**config.mk**
```make
export PLATFORM = sky130hd
export DESIGN_NAME = aph_port
export DESIGN_NICKNAME = d
export VERILOG_FILES = /design/src/pkg/aph_pkg.sv /design/src/verilog/aph_fifo.sv /design/src/verilog/aph_port.sv
export VERILOG_INCLUDE_DIRS = /design/src /design/src/pkg
export SDC_FILE = /design/constraint.sdc
export NUM_CORES = 1
export LEC_CHECK = 0
export ABC_CLOCK_PERIOD_IN_PS = 3900
export BUFFER_PORTS_ARGS = -buffer_cell sky130_fd_sc_hd__buf_2
export CAP_MARGIN = 15
export CELL_PAD_IN_SITES_DETAIL_PLACEMENT = 0
export CELL_PAD_IN_SITES_GLOBAL_PLACEMENT = 1
export CORE_MARGIN = 5
export CORE_UTILIZATION = 28
export CTS_BUF_LIST = sky130_fd_sc_hd__clkbuf_16
export CTS_CLUSTER_DIAMETER = 40
export DETAILED_ROUTE_END_ITERATION = 6
export PLACE_DENSITY = 0.52
export SYNTH_ARGS = -nofsm -noshare
export SYNTH_HDL_FRONTEND = slang
export SYNTH_SLANG_ARGS = --single-unit
```
**constraint.sdc**
```tcl
create_clock -name pclk -period 3.9 [get_ports pclk]
set_input_delay 0.585 -clock pclk [delete_from_list [all_inputs] [get_ports pclk]]
set_output_delay 0.585 -clock pclk [all_outputs]
set_load 0.1 [all_outputs]
```
**src/pkg/aph_params.svh**
```systemverilog
// Register offsets, field positions and reset values of the parallel host port
`ifndef APH_PARAMS_SVH
`define APH_PARAMS_SVH
`define APH_OFF_CFG 12'h000
`define APH_OFF_DATA0 12'h004
`define APH_OFF_DATA1 12'h008
`define APH_OFF_DATA2 12'h00c
`define APH_OFF_GPIO_CFG 12'h010
`define APH_OFF_GPIO_OUT 12'h014
`define APH_OFF_STATUS 12'h018
`define APH_CFG_WIDTH_LO 0
`define APH_CFG_WIDTH_HI 1
`define APH_CFG_VALID_BIT 2
`define APH_CFG_VACANT_BIT 3
`define APH_CFG_VPOL_BIT 4
`define APH_CFG_LPOL_BIT 5
`define APH_CFG_RESET 8'h03
`define APH_GPIO_CFG_RESET 8'h00
`define APH_FIFO_DEPTH 32
`endif

```
**src/pkg/aph_pkg.sv**
```systemverilog
// Types of the parallel host port
package aph_pkg;
  typedef enum logic [1:0] {
    APH_W8 = 2'h0,
    APH_W16 = 2'h1,
    APH_W24 = 2'h2,
    APH_OFF = 2'h3
  } aph_width_t;
  typedef logic [23:0] aph_word_t;
endpackage : aph_pkg

```
**src/verilog/aph_fifo.sv**
```systemverilog
// Parameterised synchronous FIFO with valid/ready on both sides
module aph_fifo #(
  parameter int WIDTH = 24,
  parameter int DEPTH = 32
) (
  input wire logic clk,
  input wire logic rst_n,
  input wire logic [WIDTH-1:0] in_data,
  input wire logic in_valid,
  output logic in_ready,
  output logic [WIDTH-1:0] out_data,
  output logic out_valid,
  input wire logic out_ready
);
  localparam int AW = $clog2(DEPTH);
  logic [WIDTH-1:0] mem [DEPTH];
  logic [AW-1:0] wp_r;
  logic [AW-1:0] rp_r;
  logic [AW:0] cnt_r;
  logic push;
  logic pop;
  assign in_ready = (cnt_r != (AW+1)'(DEPTH));
  assign out_valid = (cnt_r != '0);
  assign out_data = mem[rp_r];
  assign push = in_valid && in_ready;
  assign pop = out_valid && out_ready;
  always_ff @(posedge clk) begin
    if (push) begin
      mem[wp_r] <= in_data;
    end
  end
  always_ff @(posedge clk or negedge rst_n) begin
    if (!rst_n) begin
      wp_r <= '0;
      rp_r <= '0;
      cnt_r <= '0;
    end else begin
      if (push) begin
        wp_r <= (wp_r == AW'(DEPTH-1)) ? '0 : wp_r + 1'b1;
      end
      if (pop) begin
        rp_r <= (rp_r == AW'(DEPTH-1)) ? '0 : rp_r + 1'b1;
      end
      cnt_r <= cnt_r + (AW+1)'(push) - (AW+1)'(pop);
    end
  end
endmodule : aph_fifo

```
**src/verilog/aph_port.sv**
```systemverilog
// Assisted parallel host port with APB register access
`include "aph_params.svh"
module aph_port (
  input wire logic pclk,
  input wire logic presetn,
  input wire logic psel,
  input wire logic penable,
  input wire logic pwrite,
  input wire logic [11:0] paddr,
  input wire logic [31:0] pwdata,
  output logic [31:0] prdata,
  output logic pready,
  output logic pslverr,
  input wire logic chip_select_n,
  input wire logic write_strobe_n,
  input wire logic output_enable_n,
  input wire logic [23:0] port_in,
  output logic [23:0] port_out,
  output logic [23:0] port_oe,
  output logic output_valid_out,
  output logic latch_vacant_out,
  output logic ctrl_pull_down_en,
  output logic port_event
);
  import aph_pkg::*;

  // ------------------------------------------------------------
  // Registers
  // ------------------------------------------------------------
  logic [7:0] cfg_r;
  logic [7:0] gpio_cfg_r;
  logic [23:0] gpio_out_r;
  aph_word_t out_latch_r;
  aph_word_t in_latch_r;
  logic valid_r;
  logic vacant_r;
  logic ws_d_r;
  logic oe_d_r;
  logic [7:0] ovf_cnt_r;
  aph_width_t width;
  logic enabled;
  logic wr_en;
  logic rd_en;
  logic ws_act;
  logic oe_act;
  logic ws_rise;
  logic oe_rise;
  logic [23:0] lane_mask;
  logic valid_flag;
  logic vacant_flag;
  logic fifo_in_ready;
  aph_word_t fifo_out;
  logic fifo_out_valid;
  logic fifo_pop;

  assign width = aph_width_t'(cfg_r[`APH_CFG_WIDTH_HI:`APH_CFG_WIDTH_LO]);
  assign enabled = (width != APH_OFF);
  assign wr_en = psel && penable && pwrite;
  assign rd_en = psel && penable && !pwrite;
  assign pready = 1'b1;
  assign pslverr = 1'b0;

  // Byte lanes in use per width
  always_comb begin
    unique case (width)
      APH_W8: lane_mask = 24'h0000ff;
      APH_W16: lane_mask = 24'h00ffff;
      APH_W24: lane_mask = 24'hffffff;
      APH_OFF: lane_mask = 24'h000000;
    endcase
  end

  // ------------------------------------------------------------
  // External strobes
  // ------------------------------------------------------------
  assign ws_act = enabled && !chip_select_n && !write_strobe_n;
  assign oe_act = enabled && !chip_select_n && !output_enable_n;
  assign ws_rise = ws_d_r && !ws_act;
  assign oe_rise = oe_d_r && !oe_act;

  always_ff @(posedge pclk or negedge presetn) begin
    if (!presetn) begin
      ws_d_r <= 1'b0;
      oe_d_r <= 1'b0;
      port_event <= 1'b0;
    end else begin
      ws_d_r <= ws_act;
      oe_d_r <= oe_act;
      port_event <= ws_rise || oe_rise;
    end
  end

  // Incoming words queue behind the latch; firmware drains via data0 read
  aph_fifo #(
    .WIDTH(24),
    .DEPTH(`APH_FIFO_DEPTH)
  ) u_fifo (
    .clk(pclk),
    .rst_n(presetn),
    .in_data(port_in & lane_mask),
    .in_valid(ws_act && !ws_d_r),
    .in_ready(fifo_in_ready),
    .out_data(fifo_out),
    .out_valid(fifo_out_valid),
    .out_ready(fifo_pop)
  );
  assign fifo_pop = rd_en && (paddr == `APH_OFF_DATA0) && vacant_r == 1'b0;

  always_ff @(posedge pclk or negedge presetn) begin
    if (!presetn) begin
      ovf_cnt_r <= 8'h00;
    end else if (ws_act && !ws_d_r && !fifo_in_ready) begin
      ovf_cnt_r <= ovf_cnt_r + 8'h01;
    end
  end

  // Incoming latch follows the FIFO head
  always_ff @(posedge pclk or negedge presetn) begin
    if (!presetn) begin
      in_latch_r <= '0;
    end else if (fifo_out_valid) begin
      in_latch_r <= fifo_out;
    end
  end

  // Vacant: strobe or a queued word clears (set wins over both), each data0 read that pops sets
  always_ff @(posedge pclk or negedge presetn) begin
    if (!presetn) begin
      vacant_r <= 1'b1;
    end else if (fifo_pop) begin
      vacant_r <= 1'b1;
    end else if (ws_act) begin
      vacant_r <= 1'b0;
    end else if (fifo_out_valid) begin
      vacant_r <= 1'b0;
    end
  end

  // Valid: data0 write sets (wins), OE low clears
  always_ff @(posedge pclk or negedge presetn) begin
    if (!presetn) begin
      valid_r <= 1'b0;
    end else if (wr_en && paddr == `APH_OFF_DATA0) begin
      valid_r <= 1'b1;
    end else if (oe_act) begin
      valid_r <= 1'b0;
    end
  end

  // ------------------------------------------------------------
  // Register writes
  // ------------------------------------------------------------
  always_ff @(posedge pclk or negedge presetn) begin
    if (!presetn) begin
      cfg_r <= `APH_CFG_RESET;
      gpio_cfg_r <= `APH_GPIO_CFG_RESET;
      gpio_out_r <= '0;
      out_latch_r <= '0;
    end else if (wr_en) begin
      unique case (paddr)
        `APH_OFF_CFG: begin
          cfg_r[1:0] <= pwdata[1:0];
          cfg_r[`APH_CFG_VPOL_BIT] <= pwdata[`APH_CFG_VPOL_BIT];
          cfg_r[`APH_CFG_LPOL_BIT] <= pwdata[`APH_CFG_LPOL_BIT];
          cfg_r[7:6] <= pwdata[7:6];
        end
        `APH_OFF_DATA0: out_latch_r[7:0] <= pwdata[7:0];
        `APH_OFF_DATA1: out_latch_r[15:8] <= pwdata[7:0];
        `APH_OFF_DATA2: out_latch_r[23:16] <= pwdata[7:0];
        `APH_OFF_GPIO_CFG: gpio_cfg_r <= pwdata[7:0];
        `APH_OFF_GPIO_OUT: gpio_out_r <= pwdata[23:0];
        default: begin
        end
      endcase
    end
  end

  // ------------------------------------------------------------
  // Flags and pins
  // ------------------------------------------------------------
  // Pin active high with polarity 0; flag is pin inverted
  always_ff @(posedge pclk or negedge presetn) begin
    if (!presetn) begin
      output_valid_out <= 1'b0;
      latch_vacant_out <= 1'b0;
    end else begin
      output_valid_out <= enabled && (valid_r ^ cfg_r[`APH_CFG_VPOL_BIT]);
      latch_vacant_out <= enabled && (vacant_r ^ cfg_r[`APH_CFG_LPOL_BIT]);
    end
  end
  assign valid_flag = !output_valid_out;
  assign vacant_flag = !latch_vacant_out;

  // Port data: host port overrides GPIO setting when enabled
  always_ff @(posedge pclk or negedge presetn) begin
    if (!presetn) begin
      port_out <= '0;
      port_oe <= '0;
      ctrl_pull_down_en <= 1'b1;
    end else if (enabled) begin
      port_out <= out_latch_r & lane_mask;
      port_oe <= oe_act ? lane_mask : 24'h000000;
      ctrl_pull_down_en <= 1'b0;
    end else begin
      port_out <= gpio_out_r;
      port_oe <= {24{gpio_cfg_r[0]}};
      ctrl_pull_down_en <= gpio_cfg_r[1];
    end
  end

  // ------------------------------------------------------------
  // Register reads
  // ------------------------------------------------------------
  always_comb begin
    prdata = 32'h00000000;
    if (rd_en) begin
      unique case (paddr)
        `APH_OFF_CFG: prdata = {24'h000000, cfg_r[7:6], cfg_r[5:4],
                                vacant_flag, valid_flag, cfg_r[1:0]};
        `APH_OFF_DATA0: prdata = {24'h000000, in_latch_r[7:0]};
        `APH_OFF_DATA1: prdata = {24'h000000, in_latch_r[15:8]};
        `APH_OFF_DATA2: prdata = {24'h000000, in_latch_r[23:16]};
        `APH_OFF_GPIO_CFG: prdata = {24'h000000, gpio_cfg_r};
        `APH_OFF_GPIO_OUT: prdata = {8'h00, gpio_out_r};
        `APH_OFF_STATUS: prdata = {16'h0000, ovf_cnt_r, 7'h00, fifo_out_valid};
        default: prdata = 32'h00000000;
      endcase
    end
  end
endmodule : aph_port

```
Word-level counts from Yosys, hierarchy flattened. Memories as Yosys holds them, arrays and structs flattened. A register that Yosys moved wholly into a read port is not among the register bits. Index checks and enable logic that the tools add are counted.

Add/sub/neg operators: 5. $mul: 0. Divide/modulo/power cells: 0. Order comparisons: 0. Eq/ne operators: 13. Shift-type cells: 0. Muxes and demuxes: 16. Bitwise logic cells: 5. Reduce and logical (&&, ||, !) cells: 40.

Operator list (count): 24-bit case mux with 7 select lines (1); 24-bit two-way mux (4); 24-bit case mux with 4 select lines (1); 24-bit AND (2); 12-bit by 5-bit == test with 1-bit output, second input constant (3); 12-bit by 4-bit == test with 1-bit output, second input constant (2); 1-bit logical AND (17); 12-bit by 3-bit == test with 1-bit output, second input constant (1); 12-bit logical NOT (1); 2-bit AND reduction (6); 1-bit logical NOT (11); 5-bit by 1-bit adder with 5-bit output, second input constant (2); 5-bit == test, second input constant (2); 5-bit two-way mux (2); 8-bit by 1-bit adder with 8-bit output, second input constant (1); 1-bit two-way mux (8); 6-bit by 1-bit adder with 6-bit output (1); 6-bit != test, second input constant (1); 6-bit nonzero test (1); 6-bit by 1-bit subtractor with 6-bit output (1); 2-bit == test, second input constant (2); 3-bit nonzero test (1); 2-bit by 1-bit == test with 1-bit output, second input constant (1); 2-bit logical NOT (1); other kinds (5) (6).

Register bits after elaboration: 142. Bits in latches: 0. Bits in writable memories: 768. Memory bits (read-only): 0. Input port bits: 76. Output and inout bits: 86. Logic and storage cells: 101. Memories kept: 1.

Memory list: u_fifo.mem (depth 32, width 24, read ports 1, clocked after memory_dff 1, write ports 1, line aph_fifo.sv:16) `logic [WIDTH-1:0] mem [DEPTH];`.

Longest topological paths before layout. Gate-level depths: netlist (run 1).

Depth in word-level cells: 7. Gate-level depth with buffers: 14. Gate-level depth less buffers: 12.

Modules after synthesis. Synthesis (run 1) repeated with hierarchy kept, for this count alone.

Cell total of the unflattened synthesis: 2138. Area, all modules: 36643.9 µm².

By module, submodules not included: aph_fifo (times used 1, cells an instance 1665, area each 30680.7 µm², sequential area each 23462.5 µm²); aph_port (times used 1, cells an instance 473, area each 5963.2 µm², sequential area each 3233.1 µm²).

Worst setup path before layout (run 1). No wires, ideal clock.

Path kind: input to output. Start point: input paddr[7]. End point: output prdata[2]. Arrival time: 3.272 ns. Data required time: 3.315 ns. Setup slack: 0.043 ns. Stages: 5. Buffers on the path: 0. Cells stage by stage: nor4_4 -> nand2_1 -> nor3b_1 -> nand2_1 -> a31oi_1.

Cells in the longest elaborated chain, start to end: 3. Elaborated cells between the ends (all ways): 9. Classes of those cells: eq/ne: 6; mux: 2; reduce/logical: 1.

RTL lines: start, declared (line aph_port.sv:9) `input wire logic [11:0] paddr,`; 12-bit by 5-bit == test with 1-bit output (tied with other cells) (line aph_port.sv:217) `unique case (paddr)`; 24-bit case mux with 7 select lines * (line aph_port.sv:217); 24-bit two-way mux * (line aph_port.sv:216) `if (rd_en) begin`; end, declared (line aph_port.sv:11) `output logic [31:0] prdata,`.

Mark *: on every way between the ends. The rest lies on a longest branch, timed or not.

Worst setup path after layout (run 1).
Start point: input paddr[3]. End point: output prdata[2].

Same word-level chain as after synthesis.

==> results_dict.tcl, run 1 <==
set metrics [dict create \
    status "completed" \
    ant_nets 0 \
    drive_above_1_share 0.372 \
    worstPathArrival_ns 2.86 \
    p_sw_mw 5.40 \
    dp.cells 3647 \
    fin_setup_tns_ns 0 \
    swShare 0.224 \
    power_frac_clock 0.503 \
    seqPwrFrac 0.452 \
    die_y_um 369 \
    dieArea_um2 136000 \
    drv_cap 0 \
    wirelength_mm 95.0 \
    ctsHoldBuffers 1 \
    synthCells 1845 \
    clockRootBuffer "clkbuf_16" \
    stdcell_area_um2 44700 \
    syn_area_um2 36100 \
    clockBufferDepth 3 \
    grt_usage 0.139 \
    place_area_um2 39900 \
    vias_per_cell 4.77 \
    power_mw 24.1 \
    drc_errors 0 \
    nets 2229 \
    cts.clk_slew.worst_paths_ns 0.05 \
    crit_fanout 13 \
    required_ns 3.31 \
    die_w_um 369 \
    yosys_warnings 0 \
    utilization 0.349 \
    worst_setup_path_start_kind "input port" \
    avgSynthCellArea_um2 19.5 \
    synth-main-ff-cell "edfxtp_1" \
    coreArea_um2 128000 \
    numCtsBuffers 139 \
    ys_async_sr_fraction 0.159 \
    synth_top_area_cell "edfxtp_1" \
    post_cts_resized 0 \
    hpwl_mm 59.1 \
    slew_violations 0 \
    netlist_top_cells_count "edfxtp_1, mux4_2, dfrtp_1, mux2_2, nor2_1" \
    io_buffers 143 \
    grt_max_degree 100 \
    num_vias 18700 \
    cpMostUsedCell "buf_4" \
    worst_slack_ns 0.456 \
    grt_pass1_wl_mm 138 \
    p_int_mw 18.7 \
    max_stage_delay_ns 0.51 \
    cts_tree "yes" \
    yosysMostFrequentCell "edfxtp_1" \
    avgRoutedWirePerCell_um 24.3 \
    whs_ns 0.0967 \
    ys_seq_elements 913 \
    crit_type "input port to output port" \
    pre_cts_ws_ns 0.353 \
    cp-end-kind "output port" \
    synth-edff-count 768 \
    grt_pass1_vias 19800 \
    worst-path-buf-inv 4 \
    gp_congestion 0.752 \
    max_freq_ghz 0.290 \
    powerDensity_nw_per_um2 540 \
    grt_overflow 0 \
    vdd_drop_max_v 0.000418 \
    fin_cells 3908 \
    dr.pass1.iters 7 \
    final.setup_skew_ns 0.0291 \
    period_needed_ns 3.44 \
    initial_utilization 0.282 \
    syn_to_final_growth_pct 23.9 \
    tightest_slew_ns 1.16 \
    ios 162 \
    fin_crit_sh 0.883 \
    critPathSlowestCell "nor3b_1" \
    path_cells "buf_2 > nor4_4 > nand3_2 > nor3b_1 > buf_4 > a22oi_1 > a31oi_1 > buf_4 > buf_12" \
    comb_power_share 0.045 \
    insertion_delay_ns 0.73 \
    antenna_found_initial 0 \
    crit_family "simple AND/OR/NAND/NOR gates" \
    drt_iter0_drc 1455 \
    min_path_type "input port to flop" \
    rows 131 \
    ys_seq_area_frac 0.740 \
    post-cts-setup-buffers 0 \
    setup_violations 0 \
    rsz0062_at_grt "no" \
    cts_num_sinks 913 \
    slew_headroom 0.225 \
    yosysUniqueCellTypes 58 \
    power_leakage_nw 15.9 \
    synth_area_leaders "edfxtp_1, mux4_2, dfrtp_1" \
    hold_viol_final 0 \
    cts_max_level 4 \
    netlist.area_leader.share 0.640 \
]
## state kept, by name (all words and copies together), names as in the netlist, 2 cells and up
name,cells
gpio_cfg_r,8
out_latch_r,24
u_fifo.mem,768
port_out,24
gpio_out_r,24
u_fifo.cnt_r,6
port_oe,3
cfg_r,4
u_fifo.wp_r,5
ovf_cnt_r,8
in_latch_r,24
width,2
u_fifo.rp_r,5
## power by group through the flow
stage / combinational, mW / clock (mW) / sequential (mW)
after floorplan: 0.677 / 0 / 11.0
after global placement: 1.07 / 0 / 11.1
after detailed placement: 1.10 / 0 / 11.1
after CTS: 1.10 / 12.4 / 10.9
after global routing: 1.19 / 12.9 / 10.9
final: 1.08 / 12.1 / 10.9
## per-layer routing
layer | vias up | part of all wire | global-route usage
met2 | 548 | 0.49 | 0.228
met3 | 128 | 0.060 | 0.0310
met4 | 0 | 0.018 | 0.0380
li1 | 8072 | - | -
met5 | - | 0 | 0
met1 | 9903 | 0.43 | 0.186
## worst paths after layout
path / startpoint / to / slack [ns] / depth (start not counted)
max reg2reg: width[1] / u_fifo.cnt_r[4] / 0.54 / 10
min in group asynchronous: presetn / port_out[23] / 0.58 / 2
max: paddr[3] / prdata[2] / 0.46 / 9
min: pwdata[17] / gpio_out_r[17] / 0.1 / 2
min reg2reg: oe_d_r / port_event / 0.47 / 1
max in group asynchronous: presetn / u_fifo.wp_r[4] / 2.43 / 3
## worst register-to-register path, stage by stage (launching register included)
cell	delay [ns]
dfstp_2	0.56
ha_2	0.22
or3_1	0.27
or3_1	0.43
clkinv_1	0.48
ha_1	0.40
fa_1	0.44
a21oi_1	0.17
nor2_1	0.06
nor2_1	0.11
xnor2_1	0.13
## layout by cell type (no fill, tap or decap), types with 6 or more instances in the layout
cell        synthesis  layout
clkinv_4            0       8
inv_6               0      12
conb_1              2      10
and3_1             13      13
nor3_1             15      15
clkbuf_16           0     142
or3_1               6       6
edfxtp_1          768     768
mux2i_1            51      51
buf_2              27     129
o22ai_1            22      22
nand3b_1            6       6
o221ai_1           24      24
nor2_2              0      33
bufinv_16           0      14
a21oi_1            22      22
dfrtp_1           141     138
nand3_1            12      12
clkinvlp_4          0      16
and2_1             12      12
inv_1              14      30
ha_1               19      18
a221o_1            13      13
nor2b_2             0      16
a22oi_1            36      36
mux4_2            182     182
mux2_2            100     100
o21ai_0            17      17
nand2_1            45      45
clkinv_2            0      17
nor2_1             94      61
a22o_1             21      21
clkinv_1            1      19
xnor2_1             8       8
buf_4              33      81
buf_12              0      46
## logic make-up (layout without fill, tap and decap cells)
family | after synthesis | in the layout | share of synthesized area
DFF | 913 | 913 | 0.740
muxes | 333 | 333 | 0.159
and+or+nand+nor | 256 | 256 | 0.0372
AOI/OAI and AO/OA | 166 | 166 | 0.0338
buffers and inverters | 142 | 532 | 0.0192
adders and majority gates | 20 | 20 | 0.00715
xor gates and xnor gates | 13 | 13 | 0.00316
other | 2 | 13 | 0.000208
## layout make-up
| class | count | area, µm² |
|---|---|---|
| Clock inverter | 110 | 1100 |
| Timing Repair Buffer | 266 | 2350 |
| Sequential cell | 913 | 26700 |
| Inverter | 15 | 56.3 |
| Tap cell | 1662 | 2080 |
| Antenna cell | 3 | 7.51 |
| Multi-Input combinational cell | 798 | 8840 |
| Clock buffer | 141 | 3530 |
| Fill cell | 11900 | 83200 |
Power figures use the tool's default switching activity.
==> inputs of run 2 (changes only) <==
--- a/config.mk
+++ b/config.mk
@@ -16,7 +16,8 @@
 export CTS_BUF_LIST = sky130_fd_sc_hd__clkbuf_16
 export CTS_CLUSTER_DIAMETER = 40
 export DETAILED_ROUTE_END_ITERATION = 6
-export PLACE_DENSITY = 0.52
+export PLACE_DENSITY = 0.59
 export SYNTH_ARGS = -nofsm -noshare
 export SYNTH_HDL_FRONTEND = slang
+export SYNTH_HIERARCHICAL = 1
 export SYNTH_SLANG_ARGS = --single-unit
==> results_dict.tcl, run 2 <==
set metrics [dict create \
    largest_reg_flops 768 \
    max_freq_ghz 0.313 \
    grt_usage 0.136 \
    drv_cap 0 \
    drt_iter0_drc 1466 \
    synth-main-ff-cell "edfxtp_1" \
    crit_fanout 26 \
    grt_pass1_wl_mm 139 \
    period_needed_ns 3.20 \
    nets 2467 \
    ios 162 \
    worst_setup_path_start_kind "flop" \
    yosys_warnings 6 \
    grt_pass1_vias 20800 \
    post-cts-setup-buffers 0 \
    startpoint "u_fifo/cnt_r[2]" \
    cts_num_sinks 913 \
    ys_seq_area_frac 0.729 \
    ff2ff_path_depth 7 \
    pre_cts_ws_ns 0.361 \
    final_cell_mix "edfxtp_1, mux2i_1, a22oi_1" \
    drive_above_1_share 0.260 \
    rsz0062_at_grt "no" \
    rrSetupSlack_ns 0.73 \
    top_register "u_fifo/mem" \
    worst_slack_ns 0.704 \
    powerDensity_nw_per_um2 502 \
    fin_crit_sh 0.819 \
    io_buffers 143 \
    numCtsBuffers 112 \
    ys_seq_elements 913 \
    required_ns 3.31 \
    cts_tree "yes" \
    initial_utilization 0.282 \
    die_y_um 372 \
    reg2reg_to "u_fifo/mem[19][3]" \
    slew_violations 0 \
    netlist_top_cells_count "edfxtp_1, mux2i_1, a22oi_1, dfrtp_1, mux2_2" \
    setup.worst_path.end "prdata[0]" \
    synthCells 2138 \
    worstPathArrival_ns 2.61 \
    min_path_type "input port to flop" \
    final.setup_skew_ns 0.0464 \
    holdPathStages 2 \
    netlist.area_leader.share 0.629 \
    ant_nets 0 \
    num_vias 19700 \
    cts.clk_slew.worst_paths_ns 0.05 \
    cts_max_level 3 \
    tightest_slew_ns 1.05 \
    power_mw 22.2 \
    die_w_um 372 \
    crit_type "flop to output port" \
    setup_violations 0 \
    dieArea_um2 138000 \
    slew_headroom 0.300 \
    yosysMostFrequentCell "edfxtp_1" \
    synth_top_area_cell "edfxtp_1" \
    avgSynthCellArea_um2 17.1 \
    antenna_found_initial 5 \
    cp-end-kind "output port" \
    dr.pass1.iters 5 \
    vias_per_cell 4.68 \
    status "completed" \
    ys_async_sr_fraction 0.159 \
    path_cells "inv_1 > ha_1 > nand4bb_2 > buf_4 > a21oi_1 > a211oi_2 > buf_2" \
    vdd_drop_max_v 0.000327 \
    syn_to_final_growth_pct 20.4 \
    clockBufferDepth 3 \
    rows 132 \
    drc_errors 0 \
    clockRootBuffer "clkbuf_16" \
    insertion_delay_ns 0.68 \
    final_common_cell "edfxtp_1" \
    avgRoutedWirePerCell_um 22.7 \
    max_stage_delay_ns 0.46 \
    grt_max_degree 111 \
    critPathSlowestCell "buf_2" \
    syn_area_um2 36600 \
    yosysUniqueCellTypes 56 \
    synth_area_leaders "edfxtp_1, mux2i_1, dfrtp_1" \
    gp_congestion 0.778 \
    hold_viol_final 0 \
    grt_overflow 0 \
    wirelength_mm 95.5 \
    hpwl_mm 58.3 \
    power_leakage_nw 15.2 \
    coreArea_um2 130000 \
    synth-edff-count 768 \
    r2r-start "width[0]" \
]
## run 2: where the power goes
group | leakage [nW] | total, mW | switching, mW | internal, mW
registers | 9.44 | 10.8 | 0.104 | 10.7
clock network | 1.90 | 10.4 | 4.13 | 6.29
logic | 3.85 | 0.937 | 0.634 | 0.302
## run 2: metal layers
| metal | global-route usage | share of wire | wire length [µm] |
|---|---|---|---|
| met5 | 0 | 0 | 0 |
| met2 | 0.239 | 0.51 | 48700 |
| met4 | 0.0493 | 0.032 | 3080 |
| met1 | 0.170 | 0.41 | 39100 |
| met3 | 0.0199 | 0.048 | 4560 |
## run 2: stage by stage
stage	setup TNS, ns	std cells	area [µm²]	utilization	hold WS, ns
finish	0	4213	44100	0.340	0.159
global route	0	4211	44100	0.340	0.125
floorplan	-2.74	2146	36700	-	0.289
global placement	0	3988	40100	0.309	0.460
CTS	0	4199	43900	0.338	0.0952
detailed placement	0	3988	40100	0.309	0.460
## run 2: worst min path at each step
stage | endpoint | slack (ns) | start
6_report | gpio_out_r[13] | 0.16 | pwdata[13]
5_1_grt | gpio_out_r[13] | 0.13 | pwdata[13]
4_1_cts | gpio_out_r[13] | 0.1 | presetn
3_5_place_dp | port_event | 0.46 | oe_d_r
3_3_place_gp | port_event | 0.46 | oe_d_r
2_1_floorplan | cfg_r[4] | 0.29 | presetn
## run 2: kinds of logic (layout without fill, tap and decap cells)
logic type      after synthesis  count (layout)  synth area share
compound gates              258             258            0.0546
xor+xnor                     13              13           0.00311
fa+ha+maj                    20              20           0.00703
buf+inv                     167             489            0.0243
flops                       913             913             0.729
mux                         497             497             0.140
other cells                   2              13          0.000205
simple gates                268             268            0.0418
## run 2: timing repair
item,CTS,global route
hold endpoints to repair,0,41
hold buffers,0,1
resized for setup,0,0
## run 2: layout make-up
| class | count | area [µm²] |
|---|---|---|
| fill | 12400 | 85700 |
| sequential | 913 | 26700 |
| multi-input combinational | 1066 | 9390 |
| clock buffer | 115 | 2880 |
| tap | 1742 | 2180 |
| timing repair buffer | 259 | 1950 |
| clock inverter | 96 | 950 |
| inverter | 19 | 71.3 |
| antenna | 3 | 7.51 |
## run 2: critical path, delay by kind of cell, from the launching register on
family	cells	cell delay, ns
AND/OR/NAND/NOR	1	0.12
flip-flops	1	0.35
AO/OA/AOI/OAI	2	0.36
adder cells (fa/ha/maj)	1	0.23
buffers and inverters	3	0.87
==> inputs of run 3 (changes only) <==
--- a/config.mk
+++ b/config.mk
@@ -6,7 +6,7 @@
 export SDC_FILE = /design/constraint.sdc
 export NUM_CORES = 1
 export LEC_CHECK = 0
-export ABC_CLOCK_PERIOD_IN_PS = 3900
+export ABC_CLOCK_PERIOD_IN_PS = 3100
 export BUFFER_PORTS_ARGS = -buffer_cell sky130_fd_sc_hd__buf_2
 export CAP_MARGIN = 15
 export CELL_PAD_IN_SITES_DETAIL_PLACEMENT = 0
==> constraint.sdc (replaced) <==
create_clock -name pclk -period 3.1 [get_ports pclk]
set_input_delay 0.465 -clock pclk [delete_from_list [all_inputs] [get_ports pclk]]
set_output_delay 0.465 -clock pclk [all_outputs]
set_load 0.1 [all_outputs]
==> results_dict.tcl, run 3 (same netlist as run 2, synthesis figures left out) <==
set metrics [dict create \
    crit_fanout 6 \
    vias_per_cell 4.69 \
    insertion_delay_ns 0.70 \
    nets 2501 \
    dr_wl_met2_mm 48.4 \
    grt_overflow 0 \
    whs_ns 0.0509 \
    cts_tree "yes" \
    cp-end-kind "flop" \
    p_int_mw 21.9 \
    clockRootBuffer "clkbuf_16" \
    clockBufferDepth 3 \
    grt_max_degree 65 \
    drt_iter0_drc 1516 \
    max_freq_ghz 0.344 \
    seqPwrFrac 0.483 \
    final.setup_skew_ns 0.0701 \
    fin_crit_sh 0.937 \
    syn_to_final_growth_pct 22.7 \
    path_cells "ha_2 > or3_1 > nor2_1 > and2_1 > inv_2 > ha_1 > inv_1 > ha_1 > a21o_1 > a311o_1 > a21oi_1 > xor2_1" \
    die_w_um 372 \
    cts_max_level 3 \
    wirelength_mm 96.4 \
    dp.cells 4028 \
    m1WireLength_mm 40.8 \
    power_frac_clock 0.473 \
    r2r-start "width[0]" \
    worst-path-buf-inv 2 \
    max_stage_delay_ns 0.42 \
    largest_reg_flops 768 \
    drv_cap 0 \
    drc_errors 0 \
    critPathSlowestCell "or3_1" \
    ios 162 \
    numCtsBuffers 114 \
    fill_cells 12400 \
    top_register "u_fifo/mem" \
    initial_utilization 0.282 \
    worst_setup_path_start_kind "flop" \
    swShare 0.222 \
    rsz0062_at_grt "no" \
    hpwl_mm 57.9 \
    avgRoutedWirePerCell_um 22.7 \
    power_leakage_nw 15.5 \
    min_path_type "input port to flop" \
    dr.pass1.iters 5 \
    dr_wl_met3_mm 4.22 \
    ant_nets 0 \
    coreArea_um2 130000 \
    worstPathArrival_ns 3.47 \
    seq_area_um2 26700 \
    comb_power_share 0.044 \
    final_cell_mix "edfxtp_1, mux2i_1, a22oi_1" \
    vdd_drop_max_v 0.000477 \
    crit_type "flop to flop" \
    drive_above_1_share 0.273 \
    gp_congestion 0.777 \
    status "completed" \
    grt_pass1_vias 20700 \
    dieArea_um2 138000 \
    setup_violations 0 \
    crit_family "compound AO/OA/AOI/OAI gates" \
    utilization 0.346 \
    startpoint "width[0]" \
    slew_violations 0 \
    cts_num_sinks 913 \
    grt_usage 0.137 \
    fin_cells 4246 \
    num_vias 19900 \
    required_ns 3.67 \
    min_from "pwdata[17]" \
    multi_input_area_um2 9500 \
    io_buffers 143 \
    final_common_cell "edfxtp_1" \
    p_sw_mw 6.24 \
    rows 132 \
    grt_pass1_wl_mm 139 \
    antenna_found_initial 5 \
    tightest_slew_ns 0.727 \
    slew_headroom 0.513 \
    period_needed_ns 2.91 \
    cpMostUsedCell "ha_1" \
    hold_viol_final 0 \
    powerDensity_nw_per_um2 625 \
    die_y_um 372 \
    cts.clk_slew.worst_paths_ns 0.05 \
    highest_layer "met4" \
]
## run 3: what timing repair did
item / in CTS / in global routing
buffers inserted: 0 / 0
endpoints found under the hold margin: 59 / 0
hold buffers: 1 / 0
resized for setup: 0 / 0
setup endpoints to repair: 0 / 0
## run 3: final cells by class
type,count,share of cell area
sequential,913,0.594
multi-input combinational,1066,0.211
clock buffer,116,0.0645
timing repair buffer,291,0.0582
tap,1742,0.0485
clock inverter,96,0.0223
inverter,19,0.00159
antenna,3,0.000167
## run 3: power groups by stage
stage | logic, mW | registers (mW) | clock network [mW]
floorplan | 0.747 | 13.8 | 0
detailed placement | 1.24 | 13.8 | 0
global placement | 1.21 | 13.8 | 0
finish | 1.23 | 13.6 | 13.3
global route | 1.36 | 13.6 | 14.1
CTS | 1.24 | 13.6 | 13.6
## run 3: worst paths after layout
check | endpoint | slack (ns) | cells after the start
hold reg to reg | port_event | 0.47 | 1
hold / removal | gpio_out_r[17] | 0.05 | 2
max in group asynchronous | ctrl_pull_down_en | 1.86 | 3
setup reg to reg | u_fifo/cnt_r[5] | 0.19 | 12
min in group asynchronous | u_fifo/rp_r[2] | 0.37 | 2
setup / recovery | u_fifo/cnt_r[5] | 0.19 | 12
## run 3: layer usage
metal  vias to the layer above  GRT usage
met4                         0     0.0465
li1                       8972          -
met1                     10300      0.176
met5                         -          0
met3                       155     0.0206
met2                       454      0.235
## run 3: worst reg2reg max path, delay by kind of cell, from the launching register on
family,cells,cell delay (ns)
AO/OA/AOI/OAI,3,0.77
flip-flops,1,0.37
XOR/XNOR,1,0.15
buffers and inverters,2,0.15
adder cells (fa/ha/maj),3,0.66
AND/OR/NAND/NOR,3,0.74
## run 3: stage by stage
stage	worst slack [ns]	power (mW)	setup TNS, ns	instance area [µm²]
floorplan	-0.778	14.5	-14.10	36700
global placement	0.00350	15.0	0	41000
detailed placement	0.0456	15.1	0	41000
CTS	0.179	28.4	0	44900
global route	0.0143	29.1	0	45000
finish	0.195	28.1	0	45000
